**src/hw/mcd_pkg.sv**
```systemverilog
package mcd_pkg;

   // system clock rate, used to turn times into cycle counts
   localparam int CLK_MHZ = 125;

   // internal oscillator accuracy settling time, rounded up to whole cycles
   localparam int INT_HS_STAB_NS = 2000;
   localparam int INT_HS_STAB_CYC = (INT_HS_STAB_NS * CLK_MHZ + 999) / 1000;
   localparam int INT_HS_CNT_W = 12;

   // crystal settling counter: edges of the crystal clock, five tap points
   localparam int OST_CNT_W = 19;
   localparam int OST_N = 5;
   localparam int OST_EXP [0:4] = '{8, 11, 13, 15, 18};
   localparam logic [2:0] OST_SEL_MAX = 3'h4;

   // cpu divider: code n divides by 2**n, codes above 4 are refused
   localparam logic [2:0] DIV_SEL_RST = 3'h1;
   localparam logic [2:0] DIV_SEL_MAX = 3'h4;
   localparam int DIV_CNT_W = 3;

   // use of the two high-speed pins
   typedef enum logic [2:0] {
      MCD_PIN_PORT = 3'h1,
      MCD_PIN_OSC = 3'h2,
      MCD_PIN_EXT = 3'h4
   } mcd_pin_mode_t;

   // standby sequencing
   typedef enum logic [2:0] {
      MCD_RUN = 3'h1,
      MCD_STOP = 3'h2,
      MCD_WAIT = 3'h4
   } mcd_stop_st_t;

endpackage

```
**src/hw/mcd_clk_sel.sv**
```systemverilog
// two-way clock select on sampled clock levels
module mcd_clk_sel (
   input logic clk,
   input logic reset_n,
   input logic src_a,
   input logic src_b,
   input logic sel,
   output logic out_clk,
   output logic cur_sel
);

   logic cur_sel_r;
   logic out_r;
   logic out_nxt;
   logic pending;
   logic src_cur;
   logic src_new;
   logic swap_ok;

   // a change waits until the old phase has ended and the new source is low
   assign pending = sel != cur_sel_r;
   assign src_cur = cur_sel_r ? src_b : src_a;
   assign src_new = sel ? src_b : src_a;
   assign swap_ok = pending & ~out_r & ~src_new;
   // a high phase in flight is finished, never cut short
   assign out_nxt = pending ? (out_r & src_cur) : src_cur;

   // state of the selector
   always_ff @(posedge clk) begin
      if (!reset_n) begin
         cur_sel_r <= 1'b0;
         out_r <= 1'b0;
      end else begin
         if (swap_ok) begin
            cur_sel_r <= sel;
         end
         out_r <= out_nxt;
      end
   end

   assign out_clk = out_r;
   assign cur_sel = cur_sel_r;

   property p_low_while_pending;
      @(posedge clk) disable iff (!reset_n) (pending && !out_r) |=> !out_r;
   endproperty
   a_low_while_pending: assert property (p_low_while_pending)
      else $error("clock rose while a source change was pending");

   property p_swap_at_low;
      @(posedge clk) disable iff (!reset_n) $changed(cur_sel_r) |-> (!$past(out_r) && !out_r);
   endproperty
   a_swap_at_low: assert property (p_swap_at_low)
      else $error("source changed while output clock was high");

endmodule // mcd_clk_sel

```
**src/hw/mcd_top.sv**
```systemverilog
// Function
// - after reset both high-speed pins are input ports, no oscillator or clock input.
// - external select 0 with pin select 1 puts pins into crystal oscillation mode.
// - both selects 1 give external clock mode; first pin stays port.
// - in oscillation mode, stop bit 0 runs the crystal oscillator.
// - in external mode, stop bit 0 enables the external clock input.
// - stop bit 1 stops the crystal or disables the external clock input.
// - select pair 0x gives internal to both; 10 splits; 11 gives high-speed to both.
// - high-speed main clock always implies high-speed peripheral clock.
// - cpu source select 0 feeds the cpu from the divided main clock.
// - divider codes 0 to 4 divide by 1 to 16, default by 2; others refused.
// - after reset the internal oscillator runs and clocks the cpu.
// - internal stop bit 0 restarts the internal oscillator.
// - stable flag rises once the internal oscillator has settled.
// - stop instruction enters stop mode and halts the high-speed system clock.
// - stop mode also halts the internal oscillator.
// - status shows cpu source: high-speed, internal or subsystem clock.
// - internal stop bit 1 stops the internal oscillator outside stop mode.
// - a readable crystal settling count status is provided.
module mcd_top #(
   parameter int OST_EXP [0:4] = mcd_pkg::OST_EXP
) (
   input logic clk,
   input logic reset_n,
   input logic ext_clk_sel,
   input logic hs_pin_osc_sel,
   input logic hs_clk_stop,
   input logic main_src_sel,
   input logic periph_src_sel,
   input logic cpu_src_sel,
   input logic [2:0] cpu_div_sel,
   input logic int_hs_stop,
   input logic [2:0] osc_stab_sel,
   input logic stop_exec,
   input logic wake_req,
   input logic xtal_clk_i,
   input logic ext_clk_pin_i,
   input logic int_hs_clk_i,
   input logic sub_clk_i,
   output logic crystal_in_pin_port,
   output logic crystal_out_pin_port,
   output logic xtal_osc_en,
   output logic ext_clk_in_en,
   output logic int_hs_osc_en,
   output logic int_hs_stable,
   output logic main_hs_active,
   output logic sub_clk_active,
   output logic [4:0] osc_stab_count_status,
   output logic stop_mode,
   output logic cpu_clk_out,
   output logic periph_clk_out
);

   localparam logic [11:0] IHS_CYC = 12'(mcd_pkg::INT_HS_STAB_CYC);
   localparam int OW = mcd_pkg::OST_CNT_W;

   // pin clocks come from outside, each passes two flops first
   logic [3:0] async_in;
   logic [3:0] sync1_r;
   logic [3:0] sync2_r;
   assign async_in = {sub_clk_i, int_hs_clk_i, ext_clk_pin_i, xtal_clk_i};

   genvar gi;
   generate
      for (gi = 0; gi < 4; gi++) begin : g_sync
         always_ff @(posedge clk) begin
            if (!reset_n) begin
               sync1_r[gi] <= 1'b0;
               sync2_r[gi] <= 1'b0;
            end else begin
               sync1_r[gi] <= async_in[gi];
               sync2_r[gi] <= sync1_r[gi];
            end
         end
      end
   endgenerate

   mcd_pkg::mcd_pin_mode_t mode_w;
   mcd_pkg::mcd_pin_mode_t mode_r;
   mcd_pkg::mcd_stop_st_t st_r;
   mcd_pkg::mcd_stop_st_t st_nxt;
   logic x1_port_r;
   logic x2_port_r;
   logic xtal_en_r;
   logic ext_en_r;
   logic int_en_r;
   logic halt_w;
   logic xtal_en_nxt;
   logic ext_en_nxt;
   logic int_en_nxt;

   // pin use follows the two select bits
   assign mode_w = !hs_pin_osc_sel ? mcd_pkg::MCD_PIN_PORT :
      (ext_clk_sel ? mcd_pkg::MCD_PIN_EXT : mcd_pkg::MCD_PIN_OSC);

   // sources are enabled from the registered mode; stop mode overrides all
   assign halt_w = st_nxt == mcd_pkg::MCD_STOP;
   assign xtal_en_nxt = (mode_r == mcd_pkg::MCD_PIN_OSC) & ~hs_clk_stop & ~halt_w;
   assign ext_en_nxt = (mode_r == mcd_pkg::MCD_PIN_EXT) & ~hs_clk_stop & ~halt_w;
   assign int_en_nxt = ~int_hs_stop & ~halt_w;

   // pin mode and oscillator enables; internal oscillator starts by itself
   always_ff @(posedge clk) begin
      if (!reset_n) begin
         mode_r <= mcd_pkg::MCD_PIN_PORT;
         x1_port_r <= 1'b1;
         x2_port_r <= 1'b1;
         xtal_en_r <= 1'b0;
         ext_en_r <= 1'b0;
         int_en_r <= 1'b1;
      end else begin
         mode_r <= mode_w;
         x1_port_r <= mode_w != mcd_pkg::MCD_PIN_OSC;
         x2_port_r <= mode_w == mcd_pkg::MCD_PIN_PORT;
         xtal_en_r <= xtal_en_nxt;
         ext_en_r <= ext_en_nxt;
         int_en_r <= int_en_nxt;
      end
   end

   // source levels, gated by their enables except the subsystem clock
   logic hs_lvl;
   logic xtal_lvl;
   logic int_lvl;
   logic sub_lvl;
   assign xtal_lvl = xtal_en_r & sync2_r[0];
   assign hs_lvl = xtal_lvl | (ext_en_r & sync2_r[1]);
   assign int_lvl = int_en_r & sync2_r[2];
   assign sub_lvl = sync2_r[3];

   // main and peripheral selection, interlocked so main never leads peripheral
   logic main_hs_cur;
   logic periph_hs_cur;
   logic main_sel_w;
   logic periph_sel_w;
   logic main_lvl;
   logic periph_lvl;
   assign periph_sel_w = main_src_sel | main_hs_cur;
   assign main_sel_w = main_src_sel & periph_src_sel & periph_hs_cur;

   mcd_clk_sel u_periph_sel (
      .clk(clk),
      .reset_n(reset_n),
      .src_a(int_lvl),
      .src_b(hs_lvl),
      .sel(periph_sel_w),
      .out_clk(periph_lvl),
      .cur_sel(periph_hs_cur)
   );

   mcd_clk_sel u_main_sel (
      .clk(clk),
      .reset_n(reset_n),
      .src_a(int_lvl),
      .src_b(hs_lvl),
      .sel(main_sel_w),
      .out_clk(main_lvl),
      .cur_sel(main_hs_cur)
   );

   // cpu divider on the main clock; a new ratio loads only at a low boundary
   logic main_d_r;
   logic [2:0] div_cur_r;
   logic [mcd_pkg::DIV_CNT_W-1:0] cnt_r;
   logic [mcd_pkg::DIV_CNT_W-1:0] cnt_nxt;
   logic [mcd_pkg::DIV_CNT_W-1:0] half_w;
   logic div_out_r;
   logic div_out_nxt;
   logic main_rise;
   logic div_ok;
   logic div_load;
   logic wrap_w;
   assign main_rise = main_lvl & ~main_d_r;
   assign half_w = 3'(((5'h01 << div_cur_r) - 5'h01) >> 1);
   assign wrap_w = cnt_r == half_w;
   assign div_ok = cpu_div_sel <= mcd_pkg::DIV_SEL_MAX;
   assign div_load = div_ok & (cpu_div_sel != div_cur_r) & ~div_out_r & ~main_lvl
      & (cnt_r == '0);

   // next divider output and count
   always_comb begin
      div_out_nxt = div_out_r;
      cnt_nxt = cnt_r;
      if (div_load) begin
         div_out_nxt = 1'b0;
         cnt_nxt = '0;
      end else if (div_cur_r == 3'h0) begin
         div_out_nxt = main_lvl;
         cnt_nxt = '0;
      end else if (main_rise) begin
         if (wrap_w) begin
            div_out_nxt = ~div_out_r;
            cnt_nxt = '0;
         end else begin
            cnt_nxt = cnt_r + 3'h1;
         end
      end
   end

   // divider registers, default ratio two
   always_ff @(posedge clk) begin
      if (!reset_n) begin
         main_d_r <= 1'b0;
         div_cur_r <= mcd_pkg::DIV_SEL_RST;
         cnt_r <= '0;
         div_out_r <= 1'b0;
      end else begin
         main_d_r <= main_lvl;
         if (div_load) begin
            div_cur_r <= cpu_div_sel;
         end
         cnt_r <= cnt_nxt;
         div_out_r <= div_out_nxt;
      end
   end

   // cpu source: divided main clock or subsystem clock
   logic cpu_mux_lvl;
   logic cpu_sub_cur;
   mcd_clk_sel u_cpu_sel (
      .clk(clk),
      .reset_n(reset_n),
      .src_a(div_out_r),
      .src_b(sub_lvl),
      .sel(cpu_src_sel),
      .out_clk(cpu_mux_lvl),
      .cur_sel(cpu_sub_cur)
   );

   // internal oscillator settling count; restarts whenever it is stopped
   logic [11:0] ihs_cnt_r;
   logic ihs_done_w;
   logic stable_r;
   assign ihs_done_w = ihs_cnt_r == IHS_CYC;
   always_ff @(posedge clk) begin
      if (!reset_n) begin
         ihs_cnt_r <= '0;
         stable_r <= 1'b0;
      end else begin
         if (!int_en_r) begin
            ihs_cnt_r <= '0;
         end else if (!ihs_done_w) begin
            ihs_cnt_r <= ihs_cnt_r + 12'h001;
         end
         stable_r <= int_en_r & ihs_done_w;
      end
   end

   // crystal settling counter, saturating; cleared while the crystal is off
   logic xtal_d_r;
   logic [OW-1:0] ost_cnt_r;
   logic [4:0] ost_stat_w;
   logic [4:0] ost_stat_r;
   logic [2:0] ost_idx_w;
   logic ost_done_w;
   always_ff @(posedge clk) begin
      if (!reset_n) begin
         xtal_d_r <= 1'b0;
         ost_cnt_r <= '0;
         ost_stat_r <= 5'h00;
      end else begin
         xtal_d_r <= xtal_lvl;
         if (!xtal_en_r) begin
            ost_cnt_r <= '0;
         end else if (xtal_lvl && !xtal_d_r && ost_cnt_r != '1) begin
            ost_cnt_r <= ost_cnt_r + {{(OW-1){1'b0}}, 1'b1};
         end
         // stale taps would claim a settled crystal that has been stopped
         ost_stat_r <= xtal_en_r ? ost_stat_w : 5'h00;
      end
   end

   generate
      for (gi = 0; gi < mcd_pkg::OST_N; gi++) begin : g_ost
         assign ost_stat_w[gi] = ost_cnt_r >= ({{(OW-1){1'b0}}, 1'b1} << OST_EXP[gi]);
      end
   endgenerate

   // out-of-range wait codes fall back to the longest wait
   assign ost_idx_w = (osc_stab_sel > mcd_pkg::OST_SEL_MAX) ? mcd_pkg::OST_SEL_MAX : osc_stab_sel;
   assign ost_done_w = ost_stat_w[ost_idx_w];

   // stop sequencing; waking on a crystal-fed cpu waits for the chosen settle
   logic need_wait_w;
   assign need_wait_w = main_hs_active & ~sub_clk_active & (mode_r == mcd_pkg::MCD_PIN_OSC);
   always_comb begin
      st_nxt = st_r;
      case (st_r)
         mcd_pkg::MCD_RUN: begin
            if (stop_exec) st_nxt = mcd_pkg::MCD_STOP;
         end
         mcd_pkg::MCD_STOP: begin
            if (wake_req) st_nxt = need_wait_w ? mcd_pkg::MCD_WAIT : mcd_pkg::MCD_RUN;
         end
         mcd_pkg::MCD_WAIT: begin
            if (ost_done_w) st_nxt = mcd_pkg::MCD_RUN;
         end
         default: st_nxt = mcd_pkg::MCD_RUN;
      endcase
   end

   // cpu clock gate only moves while the selected clock is low
   logic cpu_run_r;
   logic cpu_clk_r;
   logic main_hs_r;
   logic sub_act_r;
   logic periph_clk_r;
   logic stop_mode_r;
   always_ff @(posedge clk) begin
      if (!reset_n) begin
         st_r <= mcd_pkg::MCD_RUN;
         cpu_run_r <= 1'b1;
         cpu_clk_r <= 1'b0;
         periph_clk_r <= 1'b0;
         main_hs_r <= 1'b0;
         sub_act_r <= 1'b0;
         stop_mode_r <= 1'b0;
      end else begin
         st_r <= st_nxt;
         if (!cpu_mux_lvl) begin
            cpu_run_r <= st_r == mcd_pkg::MCD_RUN;
         end
         cpu_clk_r <= cpu_mux_lvl & cpu_run_r;
         periph_clk_r <= periph_lvl;
         main_hs_r <= main_hs_cur;
         sub_act_r <= cpu_sub_cur;
         stop_mode_r <= st_nxt != mcd_pkg::MCD_RUN;
      end
   end

   assign crystal_in_pin_port = x1_port_r;
   assign crystal_out_pin_port = x2_port_r;
   assign xtal_osc_en = xtal_en_r;
   assign ext_clk_in_en = ext_en_r;
   assign int_hs_osc_en = int_en_r;
   assign int_hs_stable = stable_r;
   assign main_hs_active = main_hs_r;
   assign sub_clk_active = sub_act_r;
   assign osc_stab_count_status = ost_stat_r;
   assign stop_mode = stop_mode_r;
   assign cpu_clk_out = cpu_clk_r;
   assign periph_clk_out = periph_clk_r;

   property p_reset_state;
      @(posedge clk) $past(!reset_n) && reset_n |-> (x1_port_r && x2_port_r && !xtal_en_r
         && !ext_en_r && int_en_r && !main_hs_r && !sub_act_r);
   endproperty
   a_reset_state: assert property (p_reset_state)
      else $error("wrong clock state after reset");

   property p_osc_mode;
      @(posedge clk) disable iff (!reset_n) (hs_pin_osc_sel && !ext_clk_sel)
         |=> (!x1_port_r && !x2_port_r && mode_r == mcd_pkg::MCD_PIN_OSC);
   endproperty
   a_osc_mode: assert property (p_osc_mode)
      else $error("pins did not enter oscillation mode");

   property p_ext_mode;
      @(posedge clk) disable iff (!reset_n) (hs_pin_osc_sel && ext_clk_sel)
         |=> (x1_port_r && !x2_port_r);
   endproperty
   a_ext_mode: assert property (p_ext_mode)
      else $error("external clock mode pins wrong");

   property p_xtal_run;
      @(posedge clk) disable iff (!reset_n) (mode_r == mcd_pkg::MCD_PIN_OSC && !hs_clk_stop
         && st_r == mcd_pkg::MCD_RUN && !stop_exec) |=> xtal_en_r && !ext_en_r;
   endproperty
   a_xtal_run: assert property (p_xtal_run)
      else $error("crystal oscillator not started");

   property p_ext_run;
      @(posedge clk) disable iff (!reset_n) (mode_r == mcd_pkg::MCD_PIN_EXT && !hs_clk_stop
         && st_r == mcd_pkg::MCD_RUN && !stop_exec) |=> ext_en_r && !xtal_en_r;
   endproperty
   a_ext_run: assert property (p_ext_run)
      else $error("external clock input not enabled");

   property p_hs_stop;
      @(posedge clk) disable iff (!reset_n) hs_clk_stop |=> !xtal_en_r && !ext_en_r;
   endproperty
   a_hs_stop: assert property (p_hs_stop)
      else $error("high-speed clock still enabled after stop bit");

   property p_periph_follows;
      @(posedge clk) disable iff (!reset_n) main_hs_cur |-> periph_hs_cur;
   endproperty
   a_periph_follows: assert property (p_periph_follows)
      else $error("main clock high-speed while peripheral clock is not");

   property p_stop_halts;
      @(posedge clk) disable iff (!reset_n) (stop_exec && st_r == mcd_pkg::MCD_RUN)
         |=> (!xtal_en_r && !ext_en_r && !int_en_r && stop_mode) [*2];
   endproperty
   a_stop_halts: assert property (p_stop_halts)
      else $error("stop mode left an oscillator running");

   property p_int_stop;
      @(posedge clk) disable iff (!reset_n) int_hs_stop |=> !int_en_r ##1 !stable_r;
   endproperty
   a_int_stop: assert property (p_int_stop)
      else $error("internal oscillator not stopped");

   property p_stable_wait;
      @(posedge clk) disable iff (!reset_n) $rose(stable_r) |-> $past(int_en_r, 1)
         && $past(ihs_cnt_r, 1) == IHS_CYC;
   endproperty
   a_stable_wait: assert property (p_stable_wait)
      else $error("stable flag rose before settling time");

   property p_ost_status;
      @(posedge clk) disable iff (!reset_n) ost_stat_r[0] |-> $past(xtal_en_r);
   endproperty
   a_ost_status: assert property (p_ost_status)
      else $error("settling status set with crystal off");

endmodule // mcd_top

```
**config.mk**
```make
export PLATFORM = sky130hd
export DESIGN_NAME = mcd_top
export DESIGN_NICKNAME = d
export VERILOG_FILES = /design/src/hw/mcd_pkg.sv /design/src/hw/mcd_clk_sel.sv /design/src/hw/mcd_top.sv
export SDC_FILE = /design/constraint.sdc
export NUM_CORES = 1
export LEC_CHECK = 0
export BUFFER_PORTS_ARGS = -buffer_cell sky130_fd_sc_hd__buf_4
export CAP_MARGIN = 20
export CELL_PAD_IN_SITES_DETAIL_PLACEMENT = 1
export CELL_PAD_IN_SITES_GLOBAL_PLACEMENT = 2
export CORE_ASPECT_RATIO = 1.75
export CORE_MARGIN = 4
export CORE_UTILIZATION = 26
export CTS_BUF_LIST = sky130_fd_sc_hd__clkbuf_2 sky130_fd_sc_hd__clkbuf_4 sky130_fd_sc_hd__clkbuf_8
export CTS_CLUSTER_DIAMETER = 80
export CTS_CLUSTER_SIZE = 10
export DETAILED_ROUTE_END_ITERATION = 16
export PLACE_DENSITY_LB_ADDON = 0.1
export SYNTH_ARGS = -nofsm -noshare
export SYNTH_HDL_FRONTEND = slang
export SYNTH_SLANG_ARGS = --single-unit
```
**constraint.sdc**
```tcl
create_clock -name clk -period 2.15 [get_ports clk]
set_input_delay 0.3225 -clock clk [delete_from_list [all_inputs] [get_ports clk]]
set_output_delay 0.3225 -clock clk [all_outputs]
set_load 0.01 [all_outputs]
```
Yosys cells after proc, flatten, opt, wreduce, memory -nomap -nowiden
Index checks and enable logic that the tools add are counted.

cells by class
  magnitude comparators = 8
  equal/unequal tests = 16
  $add $sub $neg = 4
  mux-type cells = 23
  bitwise logic cells = 43
  reductions and logical operators = 12
  shift operators = 1

operator list
  cell                   number
  $and 1x1->1            28
  $mux 3                 8
  $add 19x1->19 const B  1
  $ge 19x12->1 const B   1
  $ge 19x14->1 const B   1
  $ge 19x16->1 const B   1
  $ge 19x19->1 const B   1
  $ge 19x9->1 const B    1
  $ne 19x19->1 const B   1
  $mux 1                 13
  $not 1->1              13
  $add 12x1->12 const B  1
  $eq 12x8->1 const B    1
  $eq 3x2->1 const B     3
  $pmux 3 s3             1
  $eq 3x1->1 const B     2
  $eq 3x3->1 const B     2
  $logic_not 3->1        2
  $reduce_and 2->1       3
  $lt 3x4->1 const B     1
  $reduce_bool 2->1      2
  $shl 1x3->4 const A    1
  $sub 4x1->4 const B    1
  $add 3x1->3 const B    1
  13 further kinds       17

storage, ports and cells
  flip-flop bits (word level) = 77
  output and inout bits = 16
  input port bits = 21
  word-level logic and storage cells = 143

Longest topological paths before layout
  depth in word-level cells = 9
  gate-level depth with buffers = 8
  gate-level depth less buffers = 7

Modules after synthesis
From an unflattened synthesis, not the netlist that was laid out.

second synthesis, totals
  cell total of the unflattened synthesis = 387
  area, all modules = 3,545.9 um^2

by module, submodules not included
  module       cells an instance  times used  sequential area each (um^2)  area an instance (um^2)
  mcd_top      357                1           1,421.4                      3,275.6
  mcd_clk_sel  10                 3           40.0                         90.1

Least setup slack after synthesis
OpenSTA, ideal clock, no wires.

  path type = register to register
  start = reg div_cur_r[2]
  end = reg cnt_r[0] (netlist name)
  setup slack = 0.179 ns
  clock period less this slack = 1.971 ns
  arrival time = 1.885 ns
  required time = 2.064 ns
  setup time = 0.086 ns
  cell stages (with the launch flop) = 9
  buffers on the path = 1
  cell sequence = dfxtp_1 > clkbuf_1 > nor3_1 > inv_1 > ha_1 > xnor2_1 > xnor2_1 > o211ai_1 > a211oi_1

between the ends
  cells in the longest elaborated chain, start to end = 6
  elaborated cells between the ends (all ways) = 11
  classes of those cells = 1 x add/sub; 2 x eq/ne; 1 x shift; 1 x mux; 4 x bitwise; 2 x reduce/logical

ends and longest elaborated chain
  element                                                              line            RTL
  from (decl)                                                          mcd_top.sv:163  logic [2:0] div_cur_r;
  from (signal assigned)                                               mcd_top.sv:204  div_cur_r <= mcd_pkg::DIV_SEL_RST;
  from (signal assigned)                                               mcd_top.sv:210  div_cur_r <= cpu_div_sel;
  parallel branches: the longest is 6 deep, another holds $sub 4x1->4  -
  to (signal assigned)                                                 mcd_top.sv:212  cnt_r <= cnt_nxt;
  to (decl)                                                            mcd_top.sv:164  logic [mcd_pkg::DIV_CNT_W-1:0] cnt_r;

Several ways; the timed one is not identified.
A chain may end at the register's enable or synchronous reset.

Worst setup path after layout
  start = reg ost_cnt_r[1]
  end = reg ost_cnt_r[14]

between the ends
  cells in the longest elaborated chain, start to end = 2
  elaborated cells between the ends (all ways) = 3
  classes of those cells = 1 x add/sub; 1 x eq/ne; 1 x reduce/logical

ends and longest elaborated chain
  element                                                                line            RTL
  from (decl)                                                            mcd_top.sv:251  logic [OW-1:0] ost_cnt_r;
  from (signal assigned)                                                 mcd_top.sv:266  ost_cnt_r <= ost_cnt_r + {{(OW-1){1'b0}}, 1'b1};
  parallel branches: the longest is 2 deep, another holds $add 19x1->19  -

Several ways; the timed one is not identified.

==> impl_metrics.csv <==
group,metric,value,unit
setup_path,reg2reg_slack,0.15,ns
detailed_routing,drtIter0Drc,53,
synthesis,synth_seq_cells,77,
place,portBuffers,36,
setup_path,crit_buf_inv,0,
power,p_seq_frac,0.528,
grt,grt_usage,0.128,
outcome,status,"complete, no violations",
setup_path,crit_required,2.45,ns
setup_path,slowest_stage,"or4_1",
timing,worstMarginPinSlew,0.632,ns
clock_tree,cts_setup_buffers,0,
detailed_routing,drt-vias-per-instance,4.77,
setup_path,crit_chain,"ha_1 -> nand3_4 -> or4_1 -> or4_1 -> a21oi_1",
floorplan,die_x,94.8,µm
setup_path,cp_data_arrival_time,2.30,ns
setup_path,reg2reg_depth,5,
setup_path,worst_r2r_endpoint,"ost_cnt_r[14]",
worst_hold_path,hp-start,"ext_clk_sel",
timing,drv_slew,0,
power,power_density,671,mW/mm²
clock_tree,clock_path_buffers,2,
floorplan,core_area,0.0129,mm²
setup_path,worstReg2RegStart,"ost_cnt_r[1]",
worst_hold_path,min_path_cells,2,
layout,nNetsFinal,457,
clock_tree,htreeDepth,3,
detailed_routing,routedWlPerCell,14.6,µm
grt,grt_remaining_overflow,0,
setup_path,cp_top_family,"simple AND/OR/NAND/NOR gates",
layout,multi_input_area,0.00179,mm²
clock_tree,cts_buffers,9,
power,comb_power_share,0.063,
timing,setup_viol,0,
place,hpwl,6860,µm
worst_hold_path,hold_path_class,"in -> reg",
synthesis,netlist_instances,379,
synthesis,avgSynthCellArea,9.05,µm²
layout,ff_latch_area,0.00154,mm²
setup_path,crit_type,"reg -> reg",
layout,num_antenna_cells,0,
layout,fill_cells,1590,
timing,relSlewSlack,0.568,
power,p_sw_frac,0.246,
timing,finalCritPeriodShare,0.931,
power,p_leak,1.50,nW
setup_path,startpoint_type,"register",
clock_tree,cts_tree,"done",
floorplan,dieArea,0.0152,mm²
setup_path,setup.worst_path.end_class,"register",
power,vdd.ir_drop.worst,0.296,mV
setup_path,critical_path.most_common_cell,"or4_1",
power,clockPowerShare,0.409,
timing,finalSetupTns,0,ns
floorplan,die_h,160,µm
floorplan,row_count,55,
floorplan,start_util,0.265,
grt,grt_antenna_before_repair,0,
setup_path,cp_max_fo,7,
synthesis,synth_seq_area_share,0.449,
timing,finalHoldViolations,0,
detailed_routing,drc,0,
setup_path,max_stage_delay,0.66,ns
timing,rsz0062_at_grt,"no",
place,dp_slack,0.141,ns
timing,fin_crit,2.00,ns
worst_hold_path,min_to,"mode_r[1]",
detailed_routing,routed_wl,8820,µm
job,drv_cap,0,
synthesis,ys.warnings.count,0,
grt,grt_pass1_wl,15300,µm
synthesis,synth_cell_types,52,
layout,area_growth,22.1,%
timing,fin_ws,0.149,ns
place,routabilityCongestion,0.715,
power,switchingPower,691,µW
clock_tree,cts_root_buf,"clkbuf_8",
timing,fmax,0.500,GHz
clock_tree,cts_sinks,77,
layout,drive_gt1_frac,0.194,
synthesis,synth.net_count,407,
detailed_routing,num_vias,2887,
detailed_routing,drtAntennaViolNets,0,
floorplan,ios,37,
clock_tree,clk_latency,0.36,ns
clock_tree,path_clk_slew,0.09,ns
power,intPower,2.12,mW
timing,skew,0.0109,ns
detailed_routing,dr.pass1.iters,4,
grt,grt_pass1_vias,3132,
grt,grt_max_degree,24,
synthesis,mappedNetlistArea,0.00343,mm²
-- cell usage in the layout (no fill, tap or decap), types with 2 or more instances in the layout --
master and instances:
a211oi_1 7, a21boi_0 4, a21oi_1 19, and2_1 18, and3_1 4, and3_2 2
buf_4 49, clkbuf_8 10, dfxtp_1 77, ha_1 7, inv_1 17, inv_6 2
mux2i_1 11, nand2_1 30, nand2b_1 12, nand3_1 11, nand3b_1 5, nand4_1 4
nand4_2 2, nor2_1 26, nor3_1 10, nor3b_1 4, nor4_1 7, nor4b_1 3
o211ai_1 5, o21ai_0 24, o311ai_0 2, o31a_1 2, o31ai_1 7, or3_1 6
or3_2 2, or4_1 6, or4b_2 2, xnor2_1 9, xor2_1 5
-- what timing repair did --
action | in CTS | in global routing
gates resized for setup | 0 | 1
hold buffers | 0 | 0
setup endpoints to repair | 0 | 1
-- worst reg2reg max path: cells and delay by family (launching register included) --
family | cells | cell delay, ns
flops | 1 | 0.34
fa+ha+maj | 1 | 0.23
simple gates | 3 | 1.22
compound gates | 1 | 0.15
-- sequential cells by signal (all words and copies together) (netlist names), 3 cells and up --
register               flops
sync1_r                    4
mode_r                     3
div_cur_r                  3
osc_stab_count_status      5
cnt_r                      3
sync2_r                    3
ost_cnt_r                 19
st_r                       3
ihs_cnt_r                 12
-- layer usage --
| metal | global-route usage | vias up | part of all wire |
|---|---|---|---|
| li1 | - | 1451 | - |
| met1 | 0.136 | 1396 | 0.39 |
| met2 | 0.240 | 24 | 0.57 |
| met3 | 0.0236 | 16 | 0.019 |
| met4 | 0.0532 | 0 | 0.020 |
| met5 | 0 | - | 0 |
-- cells in the mapped netlist (all sizes together) --
| cell | count | area, µm² |
|---|---|---|
| or2 | 2 | 12.5 |
| inv | 17 | 63.8 |
| o21ai | 24 | 120 |
| or3b | 1 | 8.76 |
| a22o | 1 | 10.0 |
| o311ai | 3 | 26.3 |
| o22ai | 1 | 6.26 |
| a21oi | 19 | 95.1 |
| dfxtp | 77 | 1540 |
| a2111oi | 1 | 8.76 |
| clkbuf | 10 | 38.8 |
| xor2 | 5 | 43.8 |
| nor4b | 3 | 26.3 |
| o21a | 1 | 7.51 |
| ha | 7 | 87.6 |
| o211ai | 5 | 37.5 |
| nor2b | 1 | 6.26 |
| nor2 | 26 | 97.6 |
| nand4bb | 1 | 11.3 |
| or4 | 7 | 56.3 |
| or3 | 8 | 52.6 |
| mux2 | 1 | 11.3 |
| a31o | 1 | 8.76 |
| and3 | 6 | 40.0 |
| o41ai | 1 | 8.76 |
| nor3 | 10 | 50.1 |
| nand2b | 12 | 75.1 |
| nor3b | 4 | 30.0 |
| o31ai | 7 | 52.6 |
| nand3b | 6 | 57.6 |
| a21boi | 4 | 30.0 |
| nand3 | 12 | 72.6 |
| nor4 | 8 | 65.1 |
| mux2i | 11 | 110 |
| nand2 | 30 | 113 |
| and2 | 19 | 120 |
| o31a | 2 | 17.5 |
| a211oi | 7 | 52.6 |
| nand4 | 6 | 50.0 |
| or4b | 2 | 20.0 |
| xnor2 | 10 | 87.6 |
-- power by group through the flow --
stage               Sequential, mW  Clock (mW)  Combinational (mW)
floorplan                     1.51           0               0.103
global placement              1.52           0               0.177
detailed placement            1.52           0               0.180
CTS                           1.49        1.21               0.181
global route                  1.49        1.26               0.200
finish                        1.48        1.15               0.177
-- metrics by stage --
step / cells / hold WS, ns / power [mW] / cell area (µm²) / utilization
2_1_floorplan: 379 / 0.384 / 1.61 / 3430 / -
3_3_place_gp: 589 / 0.420 / 1.70 / 3970 / 0.307
3_5_place_dp: 589 / 0.415 / 1.70 / 3970 / 0.307
4_1_cts: 605 / 0.111 / 2.87 / 4180 / 0.323
5_1_grt: 605 / 0.117 / 2.95 / 4190 / 0.324
6_report: 605 / 0.137 / 2.81 / 4190 / 0.324
-- cells by family (layout without fill, tap and decap cells) --
logic type,Yosys count,after routing,share of synthesized area
and+or+nand+nor,164,164,0.281
AOI/OAI and AO/OA,77,77,0.140
adders and majority gates,7,7,0.0255
DFF,77,77,0.449
buffers and inverters,27,82,0.0299
muxes,12,12,0.0354
xor gates and xnor gates,15,15,0.0383
-- worst max-delay path by stage --
stage,from,endpoint,slack (ns),depth (start not counted)
after CTS,ost_cnt_r[1],ost_cnt_r[14],0.13,5
after global routing,ost_cnt_r[1],ost_cnt_r[14],0.05,5
final,ost_cnt_r[1],ost_cnt_r[14],0.15,5
after detailed placement,ost_cnt_r[1],ost_cnt_r[14],0.14,5
after floorplan,div_cur_r[2],cnt_r[0],0.18,8
after global placement,ost_cnt_r[0],ost_cnt_r[14],0.21,5
-- final cells by class --
| cell class | count | share of cell area |
|---|---|---|
| Timing Repair Buffer | 49 | 0.0878 |
| Clock buffer | 10 | 0.0329 |
| Sequential cell | 77 | 0.368 |
| Inverter | 17 | 0.0152 |
| Multi-Input combinational cell | 275 | 0.428 |
| Tap cell | 171 | 0.0511 |
| Clock inverter | 6 | 0.0164 |
Power figures use the tool's default switching activity.
